==> config.mk <==
export PLATFORM = sky130hd
export DESIGN_NAME = csimc_top
export DESIGN_NICKNAME = d
export VERILOG_FILES = /design/src/design/csimc_pkg.sv /design/src/design/csimc_top.sv /design/src/design/csimc_resync.sv
export SDC_FILE = /design/constraint.sdc
export NUM_CORES = 1
export LEC_CHECK = 0
export BUFFER_PORTS_ARGS = -buffer_cell sky130_fd_sc_hd__clkbuf_2
export CELL_PAD_IN_SITES_DETAIL_PLACEMENT = 2
export CELL_PAD_IN_SITES_GLOBAL_PLACEMENT = 2
export CORE_ASPECT_RATIO = 1.1
export CORE_MARGIN = 4
export CORE_UTILIZATION = 30
export CTS_CLUSTER_SIZE = 16
export DETAILED_ROUTE_END_ITERATION = 16
export GPL_ROUTABILITY_DRIVEN = 0
export HOLD_SLACK_MARGIN = 0.08
export MAX_ROUTING_LAYER = met4
export PLACE_DENSITY = 0.77
export REMOVE_ABC_BUFFERS = 1
export SLEW_MARGIN = 20
export SYNTH_ARGS = -nofsm -noshare
export SYNTH_HDL_FRONTEND = slang
export SYNTH_SLANG_ARGS = --single-unit
==> constraint.sdc <==
create_clock -name ref_clk -period 2.4 [get_ports ref_clk]
set_input_delay 0.12 -clock ref_clk [delete_from_list [all_inputs] [get_ports ref_clk]]
set_output_delay 0.12 -clock ref_clk [all_outputs]
set_load 0.005 [all_outputs]
==> src/design/csimc_pkg.sv <==
/*
 Constants for the CAN sleep and initialization mode control block.
 Assumes an APB slave with 32-bit data; registers are 8 bits in the low byte.
*/
package csimc_pkg;
    localparam int REG_W = 8;
    localparam int IDX_W = 5;
    localparam int NREG = 32;
    // ------------------------------------------------------------
    // Register indices (byte address is index times four)
    // ------------------------------------------------------------
    localparam logic [IDX_W-1:0] IX_CTL0 = 5'h00;
    localparam logic [IDX_W-1:0] IX_CTL1 = 5'h01;
    localparam logic [IDX_W-1:0] IX_RFLG = 5'h02;
    localparam logic [IDX_W-1:0] IX_RIER = 5'h03;
    localparam logic [IDX_W-1:0] IX_TFLG = 5'h04;
    localparam logic [IDX_W-1:0] IX_RXERR = 5'h0C;
    localparam logic [IDX_W-1:0] IX_TXERR = 5'h0D;
    // Registers returned to reset value on init entry; CTL0 keeps its wake enable bit
    localparam logic [NREG-1:0] MASK_INIT_RST = 32'h0000_01FD;
    // Registers writable only inside init mode
    localparam logic [NREG-1:0] MASK_LOCKED = 32'hFFFF_0E02;
    // Read-only and unmapped registers
    localparam logic [NREG-1:0] MASK_RO = 32'h0000_3000;
    localparam logic [NREG-1:0] MASK_UNMAPPED = 32'h0000_C000;
    // ------------------------------------------------------------
    // Field positions
    // ------------------------------------------------------------
    localparam int B_INIT_REQ = 0;
    localparam int B_SLEEP_REQ = 1;
    localparam int B_WAKE_EN = 2;
    localparam int B_STOP_IN_WAIT = 5;
    localparam int B_INIT_ACK = 0;
    localparam int B_SLEEP_ACK = 1;
    localparam int B_WAKE_FLAG = 7;
    localparam int B_WAKE_IRQ_EN = 7;
    // ------------------------------------------------------------
    // Reset values
    // ------------------------------------------------------------
    localparam logic [REG_W-1:0] RST_CTL0 = 8'h01;
    localparam logic [REG_W-1:0] RST_TFLG = 8'h07;
    localparam logic [REG_W-1:0] RST_OTHER = 8'h00;
    // ------------------------------------------------------------
    // Bus timing
    // ------------------------------------------------------------
    localparam int CLK_MHZ = 125;
    localparam int BIT_RATE_KBPS = 500;
    localparam int BIT_CYCLES = (CLK_MHZ * 1000) / BIT_RATE_KBPS;
    localparam int RECESSIVE_RUN = 11;
    localparam int BUSOFF_RUNS = 128;

    typedef enum logic [1:0] {MD_RUN, MD_SLEEP, MD_INIT, MD_RESYNC} csimc_mode_t;

    function automatic logic [REG_W-1:0] reset_value(input int idx);
        reset_value = (idx == 0) ? RST_CTL0 : (idx == 4) ? RST_TFLG : RST_OTHER;
    endfunction : reset_value
endpackage : csimc_pkg

==> src/design/csimc_top.sv <==
/*
 Sleep and initialization mode control of a CAN controller, APB registers.
 Assumes the protocol engine on ref_clk supplies rx_busy, tx_bufs_empty,
 proto_tx and error counters; can_rx is an asynchronous pin.
*/
// Our own choices: the APB slave port and the register offsets.
`timescale 1ns/1ns
module csimc_top #(
    parameter int BIT_CYCLES = csimc_pkg::BIT_CYCLES
) (
    input wire logic ref_clk,
    input wire logic srst,
    input wire logic psel,
    input wire logic penable,
    input wire logic pwrite,
    input wire logic [31:0] paddr,
    input wire logic [31:0] pwdata,
    output logic [31:0] prdata,
    output logic pready,
    output logic pslverr,
    input wire logic can_rx,
    input wire logic proto_tx,
    input wire logic rx_busy,
    input wire logic tx_bufs_empty,
    input wire logic bus_off,
    input wire logic stop_mode,
    input wire logic wait_mode,
    input wire logic [7:0] rx_err_count,
    input wire logic [7:0] tx_err_count,
    output logic bus_transmit_pin,
    output logic sleep_acknowledge,
    output logic init_acknowledge,
    output logic wake_irq,
    output logic engine_abort,
    output logic engine_synced
);
    import csimc_pkg::*;

    // ------------------------------------------------------------
    // State
    // ------------------------------------------------------------
    logic [REG_W-1:0] store_r [NREG];
    csimc_mode_t mode_r;
    csimc_mode_t mode_nxt;
    logic init_request_r;
    logic init_request_nxt;
    logic sleep_request_r;
    logic sleep_request_nxt;
    logic wake_interrupt_flag_r;
    logic wake_lat_r;
    logic sleep_ack_r;
    logic init_ack_r;
    logic tx_pin_r;
    logic wake_irq_r;
    logic abort_r;
    logic synced_r;
    logic [31:0] prdata_r;
    logic pready_r;
    logic pslverr_r;
    logic rx_meta_r;
    logic rx_sync_r;
    logic rx_prev_r;
    logic [15:0] div_r;
    logic bit_en_r;
    logic resync_done;
    logic [REG_W-1:0] rd_byte;

    // ------------------------------------------------------------
    // APB decode
    // ------------------------------------------------------------
    wire [IDX_W-1:0] idx = paddr[IDX_W+1:2];
    wire addr_in_range = (paddr[31:IDX_W+2] == '0);
    wire unmapped = !addr_in_range || MASK_UNMAPPED[idx];
    wire apb_done = psel && penable && pready_r;
    wire apb_wr = apb_done && pwrite && !unmapped;
    wire [REG_W-1:0] wbyte = pwdata[REG_W-1:0];
    wire in_init = init_request_r && init_ack_r;
    wire in_sleep = sleep_request_r && sleep_ack_r;
    wire wr_ctl0 = apb_wr && (idx == IX_CTL0);
    wire wr_rflg = apb_wr && (idx == IX_RFLG);
    wire init_entry = (mode_r != MD_INIT) && (mode_nxt == MD_INIT);
    wire bus_idle = !rx_busy && tx_bufs_empty;
    wire rx_fall = rx_prev_r && !rx_sync_r;
    wire wake_evt = (mode_r == MD_SLEEP) && wake_lat_r && rx_fall;
    wire wake_irq_en = store_r[IX_RIER][B_WAKE_IRQ_EN];
    wire stop_in_wait = store_r[IX_CTL0][B_STOP_IN_WAIT];
    wire force_recessive = init_request_nxt || stop_mode || (wait_mode && stop_in_wait);
    // Init entry keeps the wake enable of mode control at its current value
    wire [REG_W-1:0] keep_ctl0 = REG_W'(1 << B_WAKE_EN);
    wire [REG_W-1:0] ctl0_init_val = (RST_CTL0 & ~keep_ctl0) | (store_r[IX_CTL0] & keep_ctl0);

    assign prdata = prdata_r;
    assign pready = pready_r;
    assign pslverr = pslverr_r;
    assign bus_transmit_pin = tx_pin_r;
    assign sleep_acknowledge = sleep_ack_r;
    assign init_acknowledge = init_ack_r;
    assign wake_irq = wake_irq_r;
    assign engine_abort = abort_r;
    assign engine_synced = synced_r;

    // ------------------------------------------------------------
    // Request bits
    // ------------------------------------------------------------
    always_comb
    begin
        init_request_nxt = init_request_r;
        if (wr_ctl0 && wbyte[B_INIT_REQ])
            init_request_nxt = 1'b1;
        else if (wr_ctl0 && in_init)
            init_request_nxt = 1'b0;
    end

    always_comb
    begin
        sleep_request_nxt = sleep_request_r;
        if (wake_evt)
            sleep_request_nxt = 1'b0;
        else if (wr_ctl0 && wbyte[B_SLEEP_REQ] && !wake_interrupt_flag_r)
            sleep_request_nxt = 1'b1;
        else if (wr_ctl0 && !wbyte[B_SLEEP_REQ] && in_sleep)
            sleep_request_nxt = 1'b0;
    end

    // ------------------------------------------------------------
    // Mode sequencing
    // ------------------------------------------------------------
    always_comb
    begin
        mode_nxt = mode_r;
        if (init_request_r && mode_r != MD_INIT)
            mode_nxt = MD_INIT;
        else
        begin
            unique case (mode_r)
                MD_RUN:
                    if (sleep_request_r && bus_idle)
                        mode_nxt = MD_SLEEP;
                MD_SLEEP:
                    if (!sleep_request_r)
                        mode_nxt = MD_RUN;
                MD_INIT:
                    if (!init_request_r)
                        mode_nxt = MD_RESYNC;
                MD_RESYNC:
                    if (resync_done)
                        mode_nxt = MD_RUN;
            endcase
        end
    end

    always_ff @(posedge ref_clk)
    begin
        if (srst)
            mode_r <= MD_INIT;
        else
            mode_r <= mode_nxt;
    end

    // Acknowledges only while the request still stands
    always_ff @(posedge ref_clk)
    begin
        if (srst)
        begin
            init_ack_r <= RST_CTL0[B_INIT_REQ];
            sleep_ack_r <= 1'b0;
        end
        else
        begin
            init_ack_r <= (mode_nxt == MD_INIT) && init_request_r;
            sleep_ack_r <= (mode_nxt == MD_SLEEP) && sleep_request_r;
        end
    end

    always_ff @(posedge ref_clk)
    begin
        if (srst)
        begin
            abort_r <= 1'b0;
            synced_r <= 1'b0;
        end
        else
        begin
            abort_r <= init_entry;
            synced_r <= (mode_nxt == MD_RUN) || (mode_nxt == MD_SLEEP);
        end
    end

    always_ff @(posedge ref_clk)
    begin
        if (srst)
        begin
            init_request_r <= RST_CTL0[B_INIT_REQ];
            sleep_request_r <= RST_CTL0[B_SLEEP_REQ];
        end
        else
        begin
            init_request_r <= init_request_nxt;
            sleep_request_r <= sleep_request_nxt;
        end
    end

    // ------------------------------------------------------------
    // Wake handling
    // ------------------------------------------------------------
    // Wake enable frozen for the whole sleep period
    always_ff @(posedge ref_clk)
    begin
        if (srst)
            wake_lat_r <= 1'b0;
        else if (mode_r != MD_SLEEP)
            wake_lat_r <= store_r[IX_CTL0][B_WAKE_EN];
    end

    // Set wins over a write-one clear in the same cycle
    always_ff @(posedge ref_clk)
    begin
        if (srst)
            wake_interrupt_flag_r <= 1'b0;
        else if (wake_evt)
            wake_interrupt_flag_r <= 1'b1;
        else if (wr_rflg && wbyte[B_WAKE_FLAG])
            wake_interrupt_flag_r <= 1'b0;
    end

    always_ff @(posedge ref_clk)
    begin
        if (srst)
            wake_irq_r <= 1'b0;
        else
            wake_irq_r <= wake_interrupt_flag_r && wake_irq_en;
    end

    // ------------------------------------------------------------
    // Register store
    // ------------------------------------------------------------
    for (genvar g = 0; g < NREG; g++)
    begin : g_reg
        wire open_now = !MASK_LOCKED[g] || in_init;
        wire wr_here = apb_wr && (idx == IDX_W'(g)) && !MASK_RO[g] && open_now;
        wire clr_here = init_entry && MASK_INIT_RST[g];
        always_ff @(posedge ref_clk)
        begin
            if (srst)
                store_r[g] <= reset_value(g);
            else if (clr_here && g == int'(IX_CTL0))
                store_r[g] <= ctl0_init_val;
            else if (clr_here)
                store_r[g] <= reset_value(g);
            else if (wr_here)
                store_r[g] <= wbyte;
        end
    end

    // ------------------------------------------------------------
    // Read data
    // ------------------------------------------------------------
    always_comb
    begin
        rd_byte = store_r[idx];
        if (idx == IX_CTL0)
        begin
            rd_byte[B_INIT_REQ] = init_request_r;
            rd_byte[B_SLEEP_REQ] = sleep_request_r;
            rd_byte[B_WAKE_EN] = store_r[IX_CTL0][B_WAKE_EN];
        end
        else if (idx == IX_CTL1)
        begin
            rd_byte[B_INIT_ACK] = init_ack_r;
            rd_byte[B_SLEEP_ACK] = sleep_ack_r;
        end
        else if (idx == IX_RFLG)
            rd_byte[B_WAKE_FLAG] = wake_interrupt_flag_r;
        else if (idx == IX_RXERR)
            rd_byte = rx_err_count;
        else if (idx == IX_TXERR)
            rd_byte = tx_err_count;
        if (unmapped)
            rd_byte = '0;
    end

    always_ff @(posedge ref_clk)
    begin
        if (srst)
        begin
            pready_r <= 1'b0;
            pslverr_r <= 1'b0;
            prdata_r <= 32'h0000_0000;
        end
        else
        begin
            pready_r <= psel && !penable;
            pslverr_r <= psel && !penable && unmapped;
            if (psel && !penable && !pwrite)
                prdata_r <= {24'h00_0000, rd_byte};
        end
    end

    // ------------------------------------------------------------
    // Bus pin handling
    // ------------------------------------------------------------
    // Two-stage synchroniser plus edge history, idle recessive
    always_ff @(posedge ref_clk)
    begin
        if (srst)
        begin
            rx_meta_r <= 1'b1;
            rx_sync_r <= 1'b1;
            rx_prev_r <= 1'b1;
        end
        else
        begin
            rx_meta_r <= can_rx;
            rx_sync_r <= rx_meta_r;
            rx_prev_r <= rx_sync_r;
        end
    end

    always_ff @(posedge ref_clk)
    begin
        if (srst)
            tx_pin_r <= 1'b1;
        else if (force_recessive)
            tx_pin_r <= 1'b1;
        else
            tx_pin_r <= (mode_r == MD_RUN) ? proto_tx : 1'b1;
    end

    always_ff @(posedge ref_clk)
    begin
        if (srst || div_r == 16'(BIT_CYCLES - 1))
            div_r <= 16'h0000;
        else
            div_r <= div_r + 16'h0001;
        bit_en_r <= !srst && (div_r == 16'(BIT_CYCLES - 1));
    end

    csimc_resync u_resync (
        .ref_clk(ref_clk),
        .srst(srst),
        .active(mode_r == MD_RESYNC),
        .bit_en(bit_en_r),
        .rx_bit(rx_sync_r),
        .bus_off(bus_off),
        .done(resync_done)
    );
endmodule : csimc_top

==> src/design/csimc_resync.sv <==
/*
 Counts runs of consecutive recessive bits after init is left.
 Assumes rx_bit is already synchronised and bit_en marks one sample per bit.
*/
`timescale 1ns/1ns
module csimc_resync #(
    parameter int RUN_BITS = csimc_pkg::RECESSIVE_RUN,
    parameter int BUSOFF_RUNS = csimc_pkg::BUSOFF_RUNS
) (
    input wire logic ref_clk,
    input wire logic srst,
    input wire logic active,
    input wire logic bit_en,
    input wire logic rx_bit,
    input wire logic bus_off,
    output logic done
);
    import csimc_pkg::*;

    logic [3:0] run_r;
    logic [7:0] runs_r;
    logic done_r;
    wire run_full = (run_r == 4'(RUN_BITS - 1));
    wire [7:0] need = bus_off ? 8'(BUSOFF_RUNS) : 8'h01;

    assign done = done_r;

    // ------------------------------------------------------------
    // Run and occurrence counters
    // ------------------------------------------------------------
    always_ff @(posedge ref_clk)
    begin
        if (srst || !active)
        begin
            run_r <= 4'h0;
            runs_r <= 8'h00;
            done_r <= 1'b0;
        end
        else if (bit_en && !done_r)
        begin
            if (!rx_bit)
                run_r <= 4'h0;
            else if (run_full)
            begin
                run_r <= 4'h0;
                runs_r <= runs_r + 8'h01;
                done_r <= (runs_r + 8'h01) >= need;
            end
            else
                run_r <= run_r + 4'h1;
        end
    end
endmodule : csimc_resync

# ---- Yosys cells after proc, flatten, opt, wreduce, memory -nomap -nowiden
# Memory sizes are Yosys's and may differ from the RTL's.
# Cells that the tools add are included.
dict set report classes {
  add_sub_neg 3
  order_cmp 2
  n_eq_ne 40
  mux 166
  bitwise_logic 39
  n_reduce_logical 105
}
# op count
set ops {}
lappend ops {{$mux W8} 42}
lappend ops {{$mux W1} 111}
lappend ops {{$eq A5 B5 Y1 const B} 16}
lappend ops {{$logic_and A1 B1 Y1} 79}
lappend ops {{$eq A5 B4 Y1 const B} 8}
lappend ops {{$or A1 B1 Y1} 38}
lappend ops {{$logic_not A25 Y1} 1}
lappend ops {{$eq A5 B3 Y1 const B} 4}
lappend ops {{$add A16 B1 Y16 const B} 1}
lappend ops {{$eq A16 B8 Y1 const B} 1}
lappend ops {{$mux W2} 6}
lappend ops {{$logic_not A1 Y1} 11}
lappend ops {{$eq A5 B2 Y1 const B} 2}
lappend ops {{$add A8 B1 Y8 const B} 1}
lappend ops {{$ge A8 B8 Y1} 1}
lappend ops {{$mux W4} 2}
lappend ops {{$pmux W2 S4} 1}
lappend ops {{$mux W7} 1}
lappend ops {{$eq A2 B2 Y1 const B} 3}
lappend ops {{$logic_or A1 B1 Y1} 6}
lappend ops {{$lt A5 B6 Y1 const B} 1}
lappend ops {{$mux W6} 1}
lappend ops {{$eq A5 B1 Y1 const B} 1}
lappend ops {{$logic_not A5 Y1} 1}
lappend ops {{13 further kinds} 16}
dict set report word_totals {
  register_bits 55
  ramBits 256
  romBits 32
  input_bits 92
  out_inout_bits 40
  memories 2
}
# memory depth width read_ports rd_clocked_by_memory_dff wr line_no
set memory_table {}
lappend memory_table {store_r 32 8 3 0 32 csimc_top.sv:42} ;# logic [REG_W-1:0] store_r [NREG];
lappend memory_table {{(name not given)} 32 1 1 0 0 csimc_top.sv:73} ;# wire unmapped = !addr_in_range || MASK_UNMAPPED[idx];

# ---- Longest topological paths before layout
# Gate-level depths: netlist of run 1.
dict set report logic_depth {
  ltp_word 13
  ltp_mapped 9
}

# ---- By module
# A second synthesis of run 1 with hierarchy kept.
dict set report hier_totals {
  cells_unflattened 1103
  area_unflattened_um2 13983.4
}
# mod instances cells_each area_per_inst_um2 seq_area_each_um2
set modules_own_cells {}
lappend modules_own_cells {csimc_top 1 1015 13202.7 8047.7}
lappend modules_own_cells {csimc_resync 1 88 780.7 260.2}

# ---- Worst setup path after synthesis of run 1
# OpenSTA, ideal clock, no wires.
dict set report synth_path {
  kind {in2reg}
  from {in paddr[2]}
  to {mem store_r[31][0] (enable)}
  setup_ns 0.384
  arrival_ns 2.073
  required_time_ns 2.016
  setup_slack_ns -0.057
  cell_stages 7
  path_buffers 4
  cell_sequence {buf_2 buf_2 buf_2 and2_1 buf_2 nand3_1 o21ai_0}
}
# element line_no
set synth_lines {}
lappend synth_lines {{start: declaration} csimc_top.sv:16} ;# input wire logic [31:0] paddr,
lappend synth_lines {{end: declaration} csimc_top.sv:42}

==> results.md, run 1 <==
* Clock transition at the registers of the reported paths at 0.06 ns
* Drt pass-1 iters at 5
* Finish-stage setup viols at 0
* CP Launch Type: flip-flop
* Initial Util at 30.6%
* Hold Path Class: in -> reg
* Share of post-route cells with drive strength above 1 at 24.0%
* GRT Resource Usage Total at 20.7%
* Max Cap Viol at 0
* Slew Limit Fails at 0
* DRT iter0 DRCs at 953
* Adder-Cell Fraction of Synth Area at less than 1%
* Actual slew at the worst max-slew pin at roughly 0.74 ns
* Post-Syn Area per Cell at 11.9 µm²
* Synth warn at 0
* Final Critical Period at 2.26 ns
* Post-synth cell types at 62
* Clock sinks at 292
* Area of the mapped netlist at between 10000 and 15000 µm²
* Sequence of cells on the critical path: nand4_1, nor4_4, buf_4, nand4_1, o21ai_0, buf_4
* Compound-gate portion of the synthesized area at 5.34%
* H-tree depth at 2
* Peak supply drop at 0.362 mV
* Slew margin rel. at 50.1%
* Worst-skew pair later-pin latency at 0.55 ns
* Initial antenna violation count at 5
* Crit Path Max Fanout at 5
* DR DRC count at 0
* Setup TNS at 0 ns
* Hold Vio Cnt, Final at 0
* Commonest non-fill, non-tap cells in the layout: edfxtp_1, nor2_1, buf_4
* Slowest CP cell: o21ai_0
* Final cell count without fillers at 1937
* Via/cell ratio at roughly 5.4
* Final-stage net count at ~1400
* Vias in the first global route at 11500
* Max Root-Sink Buffers at 3
* XOR/XNOR Fraction of Synth Area at 1.60%
* Most common cell after layout, fill and taps aside: edfxtp_1
* Core area at between 40000 and 50000 µm²
* Hold Path Cell Cnt at 4
* Via count at 10500
* Fillers at 4669
* Reg area at approximately 8200 µm²
* R2R cell count at 6
* Critical path arrival at 2.52 ns
* Cells after Synth at 1156
* RSZ-0062 raised after global routing: no
* Overflow after GRT at 0
* EDFF count, synth at 237
* Largest family of logic cells by synthesized area: simple AND/OR/NAND/NOR gates
* First-pass GRT wire length at around 74 mm
* DIE AREA at 49200 µm²
* Multi-input logic area at 5060 µm²
* Synthesis-to-finish area growth at 20.8%
* Largest net degree at the start of global routing at 46
* I/O pin total at approximately 130
* Clock tree from TritonCTS: yes
* CTS Root Cell: clkbuf_16
* Critical path class: reg -> reg
* DR WL/cell at between 20 and 30 µm
* PortBufs at 81
* Top_reg_cell synth: edfxtp_1
* Status: finished clean
* Row Count at 81
* Mux contribution to synthesized area at 9.59%
* Ys async rst share at 0%
* Num CTS Buffers at 36
* Placed cell count at 1858
* Post-Synth Simple-Gate Area at 18.6%
* Skew final at 0.0268 ns
* Pleak at slightly below 6 nW
* Post-DP HPWL at 35.6 mm
* Number of synthesized register bits at 292
* Final period util at 94.2%
* Die X at ~210 µm
* Worst EP required at 2.66 ns
* Chip Height at 232 µm
* CP max stage delay at approximately 0.46 ns
* WL final at 50.7 mm
* Post-DRT Antenna Nets at 0
* Fmax at 442 MHz
* Setup crit end kind: flip-flop
* P per Cell Area at around 710 nW/µm²
* Seq/Total Area, Yosys at 60.0%
## cells in the mapped netlist, types with 4 or more instances
master / count / area [µm²]
nor2_1: 201 / 754
buf_2: 22 / 110
o21ai_0: 30 / 150
nand2b_1: 17 / 106
a21oi_1: 14 / 70.1
a31oi_1: 10 / 62.6
nand4_2: 8 / 100
nand2_1: 96 / 360
a31o_2: 4 / 35.0
and2_1: 35 / 219
buf_1: 5 / 18.8
or2_2: 4 / 25.0
mux2i_1: 12 / 120
a221oi_1: 4 / 35.0
and3_1: 15 / 93.8
mux2_2: 22 / 248
edfxtp_1: 237 / 7120
mux4_2: 42 / 946
nor2b_1: 16 / 100
clkbuf_1: 47 / 176
a2111oi_0: 4 / 35.0
nand3_1: 38 / 190
xnor2_1: 7 / 61.3
dfxtp_1: 55 / 1100
xor2_1: 18 / 158
nor3_1: 41 / 205
nand4_1: 19 / 119
inv_1: 12 / 45.0
o22ai_1: 12 / 75.1
and4_1: 6 / 52.6
ha_1: 7 / 87.6
nor4_1: 14 / 87.6
a211oi_1: 8 / 60.1
a22oi_1: 4 / 30.0
buf_4: 29 / 218
nor3_2: 4 / 40.0
## sequential cells by signal, summed over array words and instances (netlist names), 2 cells and up
register and flops:
prdata 8, mode_r 2, u_resync.run_r 4, store_r 237, u_resync.runs_r 8, div_r 16
## what timing repair did
action                                  in CTS  in global routing
endpoints found under the setup margin       0                 12
hold endpoints to repair                     8                  0
gates resized for setup                      0                  2
hold buffers                                12                  0
setup buffers                                0                  2
## routing by layer
layer	vias to the layer above	GRT usage, %	share of wire [%]
met4	0	9.50	4.4
met2	430	34.6	50
met5	-	-	0
met1	5396	23.5	38
li1	4510	-	-
met3	114	4.80	7.2
## layout make-up
| type | instances | share of cell area, % |
|---|---|---|
| Antenna cell | 4 | 0.0605 |
| Inverter | 15 | 0.340 |
| Sequential cell | 292 | 49.7 |
| Timing Repair Buffer | 198 | 8.47 |
| Multi-Input combinational cell | 785 | 30.6 |
| Tap cell | 581 | 4.39 |
| Clock inverter | 16 | 0.620 |
| Clock buffer | 46 | 5.86 |
## critical path: cells and delay by family (launching register included)
| family | cells | cell delay, ns |
|---|---|---|
| buffers and inverters | 2 | 0.44 |
| AOI/OAI and AO/OA | 1 | 0.46 |
| and+or+nand+nor | 3 | 0.73 |
| DFF | 1 | 0.33 |
## logic make-up after synthesis
group,count (synthesis)
and+or+nand+nor,525
DFF,292
buffers and inverters,118
AOI/OAI and AO/OA,112
muxes,76
xor gates and xnor gates,25
adders and majority gates,7
other,1
## path summary, 6_finish.rpt
check	from	endpoint	slack, ns
hold / removal	rx_err_count[5]	prdata[5]$_SDFFE_PP0P_	0.14
hold reg to reg	rx_meta_r$_SDFF_PP1_	rx_sync_r$_SDFF_PP1_	0.42
setup / recovery	pready$_SDFF_PP0_	store_r[11][4]$_SDFFCE_PN0P_	0.14
setup reg to reg	pready$_SDFF_PP0_	store_r[11][4]$_SDFFCE_PN0P_	0.14
## per-stage QoR
step | total power [mW] | setup slack, ns | util [%] | area [µm²] | hold WS, ns
3_3_place_gp | 6.62 | 0.0529 | 34.2 | 15300 | 0.320
2_1_floorplan | 6.13 | -1.01 | - | 13300 | 0.192
4_1_cts | 11.8 | 0.0289 | 36.9 | 16500 | 0.101
5_1_grt | 12.1 | 0.0623 | 36.9 | 16500 | 0.141
6_report | 11.7 | 0.140 | 36.9 | 16500 | 0.137
3_5_place_dp | 6.68 | -0.155 | 34.2 | 15300 | 0.317
## power breakdown
group | switching (mW) | internal [mW] | total, mW
combinational | 0.594 | 0.338 | 0.932
clock | 2.17 | 2.95 | 5.12
sequential | 0.0663 | 5.62 | 5.68
total | 2.83 | 8.90 | 11.7
No activity file was read; power rests on OpenSTA's default activity.
==> run 2, diff against run 1 <==
- CTS_BUF_LIST: unset -> sky130_fd_sc_hd__clkbuf_8
==> run 2 against run 1 <==
Compared with the run above:
- final cell count rose by 2.4%
- first-iteration DRC count increased by 3.4%
- non-clock buffer count is 20 higher
- wire length down 1.9%
- core utilization grew 0.11 points
- register-to-register slack improved by 0.03 ns
- power down 6.8%
- count of clock-buffer cells in the layout up 8
- worst hold slack worse by 0.024 ns
- critical path type is now in -> reg
- clock power is 16% lower
- sequential cell count did not move
- largest cell class unchanged
- cell area grew 0.29%
==> results.md, run 2 (synthesis results as in run 1) <==
* Comb power frac at 8.7% (+0.8 points)
* Fmax at 433 MHz (-2.0%)
* Clock network fraction of total power at 39.4% (-4.2 points)
* I/O pin total at 132 (unchanged)
* Max reg flops at 237 (unchanged)
* Final Critical Period at 2.31 ns (+0.0469 ns)
* CP Launch Type: input port
* Multi-input logic area at 5060 µm² (about the same)
* Num CTS Buffers at 50 (+39%)
* Via count at 10600 (+1.6%)
* DR DRC count at 0 (unchanged)
* Final Core Density at 37.0% (+0.11 points)
* Max Cap Viol at 0 (unchanged)
* Largest net degree at the start of global routing at 46 (unchanged)
* GRT Resource Usage Total at 20.5% (-0.15 points)
* Clock sinks at 292 (unchanged)
* PortBufs at 81 (unchanged)
* Sequential fraction of design power at 51.9% (+3.5 points)
* Reg-to-reg slack, setup at 0.17 ns (+0.03 ns)
* Commonest non-fill, non-tap cells in the layout: edfxtp_1, nor2_1, buf_4
* Vias in the first global route at 11800 (+1.9%)
* Overflow after GRT at 0 (unchanged)
* Max Root-Sink Buffers at 3 (unchanged)
* Peak supply drop at 0.325 mV (-10%)
* Antenna fix cells at 0 (-4)
* Setup crit end kind: flip-flop
* H-tree depth at 2 (unchanged)
* Row Count at 81 (unchanged)
* Final-stage net count at 1461 (+2.4%)
* Worst Hold Launch: rx_err_count[1]
* Synthesis-to-finish area growth at 21.1%
* Setup crit start: psel
* Most common cell after layout, fill and taps aside: edfxtp_1
* DRT iter0 DRCs at 985 (+3.4%)
* DR WL/cell at 25.1 µm (-4.2%)
* WL final at 49.8 mm (-1.9%)
* Clock transition at the registers of the reported paths at 0.07 ns (about the same)
* Via/cell ratio at 5.35 (-0.80%)
* Hold Path Class: in -> reg
* Post-DRT Antenna Nets at 0 (unchanged)
* Chip Height at 232 µm (unchanged)
* Hold Vio Cnt, Final at 0 (unchanged)
* Biggest regs: store_r: 237 flops, div_r: 16 flops
* Reg-to-reg endpoint: store_r[17][1]$_SDFFCE_PN0P_
* Initial Util at 30.6% (unchanged)
* Drt pass-1 iters at 5 (unchanged)
* Hold Path Cell Cnt at 5 (+1)
* Hold_ws at 0.113 ns (-0.0244 ns)
* Initial antenna violation count at 2 (-3)
* Worst-skew pair later-pin latency at 0.63 ns (+0.08 ns)
* Status: finished clean
* R2R Path Start: pready$_SDFF_PP0_
* Reg with most FFs: store_r
* Final period util at 96.1% (+2.0 points)
* R2R cell count at 6 (unchanged)
* P per Cell Area at 659 nW/µm² (-7.0%)
* RSZ-0062 raised after global routing: no
* Critical path class: in -> reg
* Post-DP HPWL at 35.6 mm (unchanged)
* Clock tree from TritonCTS: yes
* Actual slew at the worst max-slew pin at 0.728 ns (-0.0140 ns)
* Internal power at 8.16 mW (-8.4%)
* Finish-stage setup viols at 0 (unchanged)
* Die X at 212 µm (unchanged)
* Reg area at 8220 µm² (unchanged)
* First-pass GRT wire length at 73.5 mm (-0.25%)
* Core area at 44800 µm² (unchanged)
* Slew Limit Fails at 0 (unchanged)
* Slew margin rel. at 51.1% (+0.94 points)
* DIE AREA at 49200 µm² (unchanged)
* Fillers at 4706 (+0.79%)
* Pleak at 6.08 nW (+1.9%)
* Switching share of power at 25.5% (+1.3 points)
* Net load switching power at 2.79 mW (-1.6%)
* Worst Hold Endpoint: prdata[1]$_SDFFE_PP0P_
* Worst EP required at 2.87 ns (+0.21 ns)
* Critical path arrival at 2.78 ns (+0.26 ns)
* Share of post-route cells with drive strength above 1 at 24.1% (+0.14 points)
* Skew final at 0.0213 ns (-0.00550 ns)
* CTS Root Cell: clkbuf_8
* Crit Path Max Fanout at 9 (+4)
==> run 2: changes by cell type in the layout (fill, tap and decap cells not counted), sizes merged <==
| cell | delta |
|---|---|
| buf | -2 |
| clkbuf | +8 |
| clkinv | +4 |
| clkinvlp | -1 |
| diode | -4 |
| dlygate4sd3 | +22 |
| inv | +19 |
==> run 2: cell type report <==
type	count	share of cell area (%)
flip-flops and latches	292	49.5
multi-input cells	785	30.5
repair buffers	218	9.68
clock buffers	54	4.48
well taps	581	4.38
clock inverters	38	1.10
inverters	15	0.339
==> run 2: power by group through the flow <==
stage | Combinational, mW | Sequential (mW) | Clock [mW]
after floorplan | 0.383 | 5.75 | 0
after global placement | 0.858 | 5.77 | 0
after detailed placement | 0.894 | 5.78 | 0
after CTS | 0.942 | 5.68 | 4.42
after global routing | 1.00 | 5.69 | 4.68
final | 0.953 | 5.68 | 4.31
==> run 2: repair_timing <==
action                                  4_1_cts  5_1_grt
gates resized for setup                       0        2
hold buffers                                 33        0
buffers inserted                              0        0
endpoints found under the hold margin        35        0
endpoints found under the setup margin        0       14
==> run 2: worst max path at each step <==
stage                                         endpoint  slack, ns
after floorplan           store_r[10][0]$_SDFFCE_PN0P_      -1.01
after global placement    store_r[17][3]$_SDFFCE_PN0P_       0.05
after global routing      store_r[17][1]$_SDFFCE_PN0P_       0.03
final                           prdata[6]$_SDFFE_PP0P_       0.09
after CTS                  store_r[3][4]$_SDFFCE_PN0P_       0.09
after detailed placement  store_r[17][6]$_SDFFCE_PN0P_      -0.16
==> run 2: routing by layer <==
| metal | part of all wire, % | track usage, % | vias to the layer above |
|---|---|---|---|
| li1 | - | - | 4586 |
| met1 | 39 | 24.2 | 5426 |
| met2 | 49 | 34.3 | 458 |
| met3 | 7.2 | 3.99 | 143 |
| met4 | 4.7 | 8.82 | 0 |
| met5 | 0 | - | - |
==> run 2: worst max-delay path, cell delays in order <==
cell and delay, ns:
dlygate4sd3_1 0.54, clkbuf_2 0.12, or3b_2 0.49, buf_4 0.20, a221oi_1 0.30, nand3_1 0.12
dlygate4sd3_1 0.60, a211oi_2 0.17, a2111oi_0 0.10
==> run 2: per-stage QoR <==
step	TNS, ns	power [mW]	setup slack (ns)	instances	instance area (µm²)
6_report	0	10.9	0.0930	1983	16600
5_1_grt	0	11.4	0.0273	1983	16600
4_1_cts	0	11.0	0.0864	1983	16600
3_5_place_dp	-6.81	6.68	-0.155	1858	15300
3_3_place_gp	0	6.62	0.0529	1858	15300
2_1_floorplan	-76.85	6.13	-1.01	1092	13300
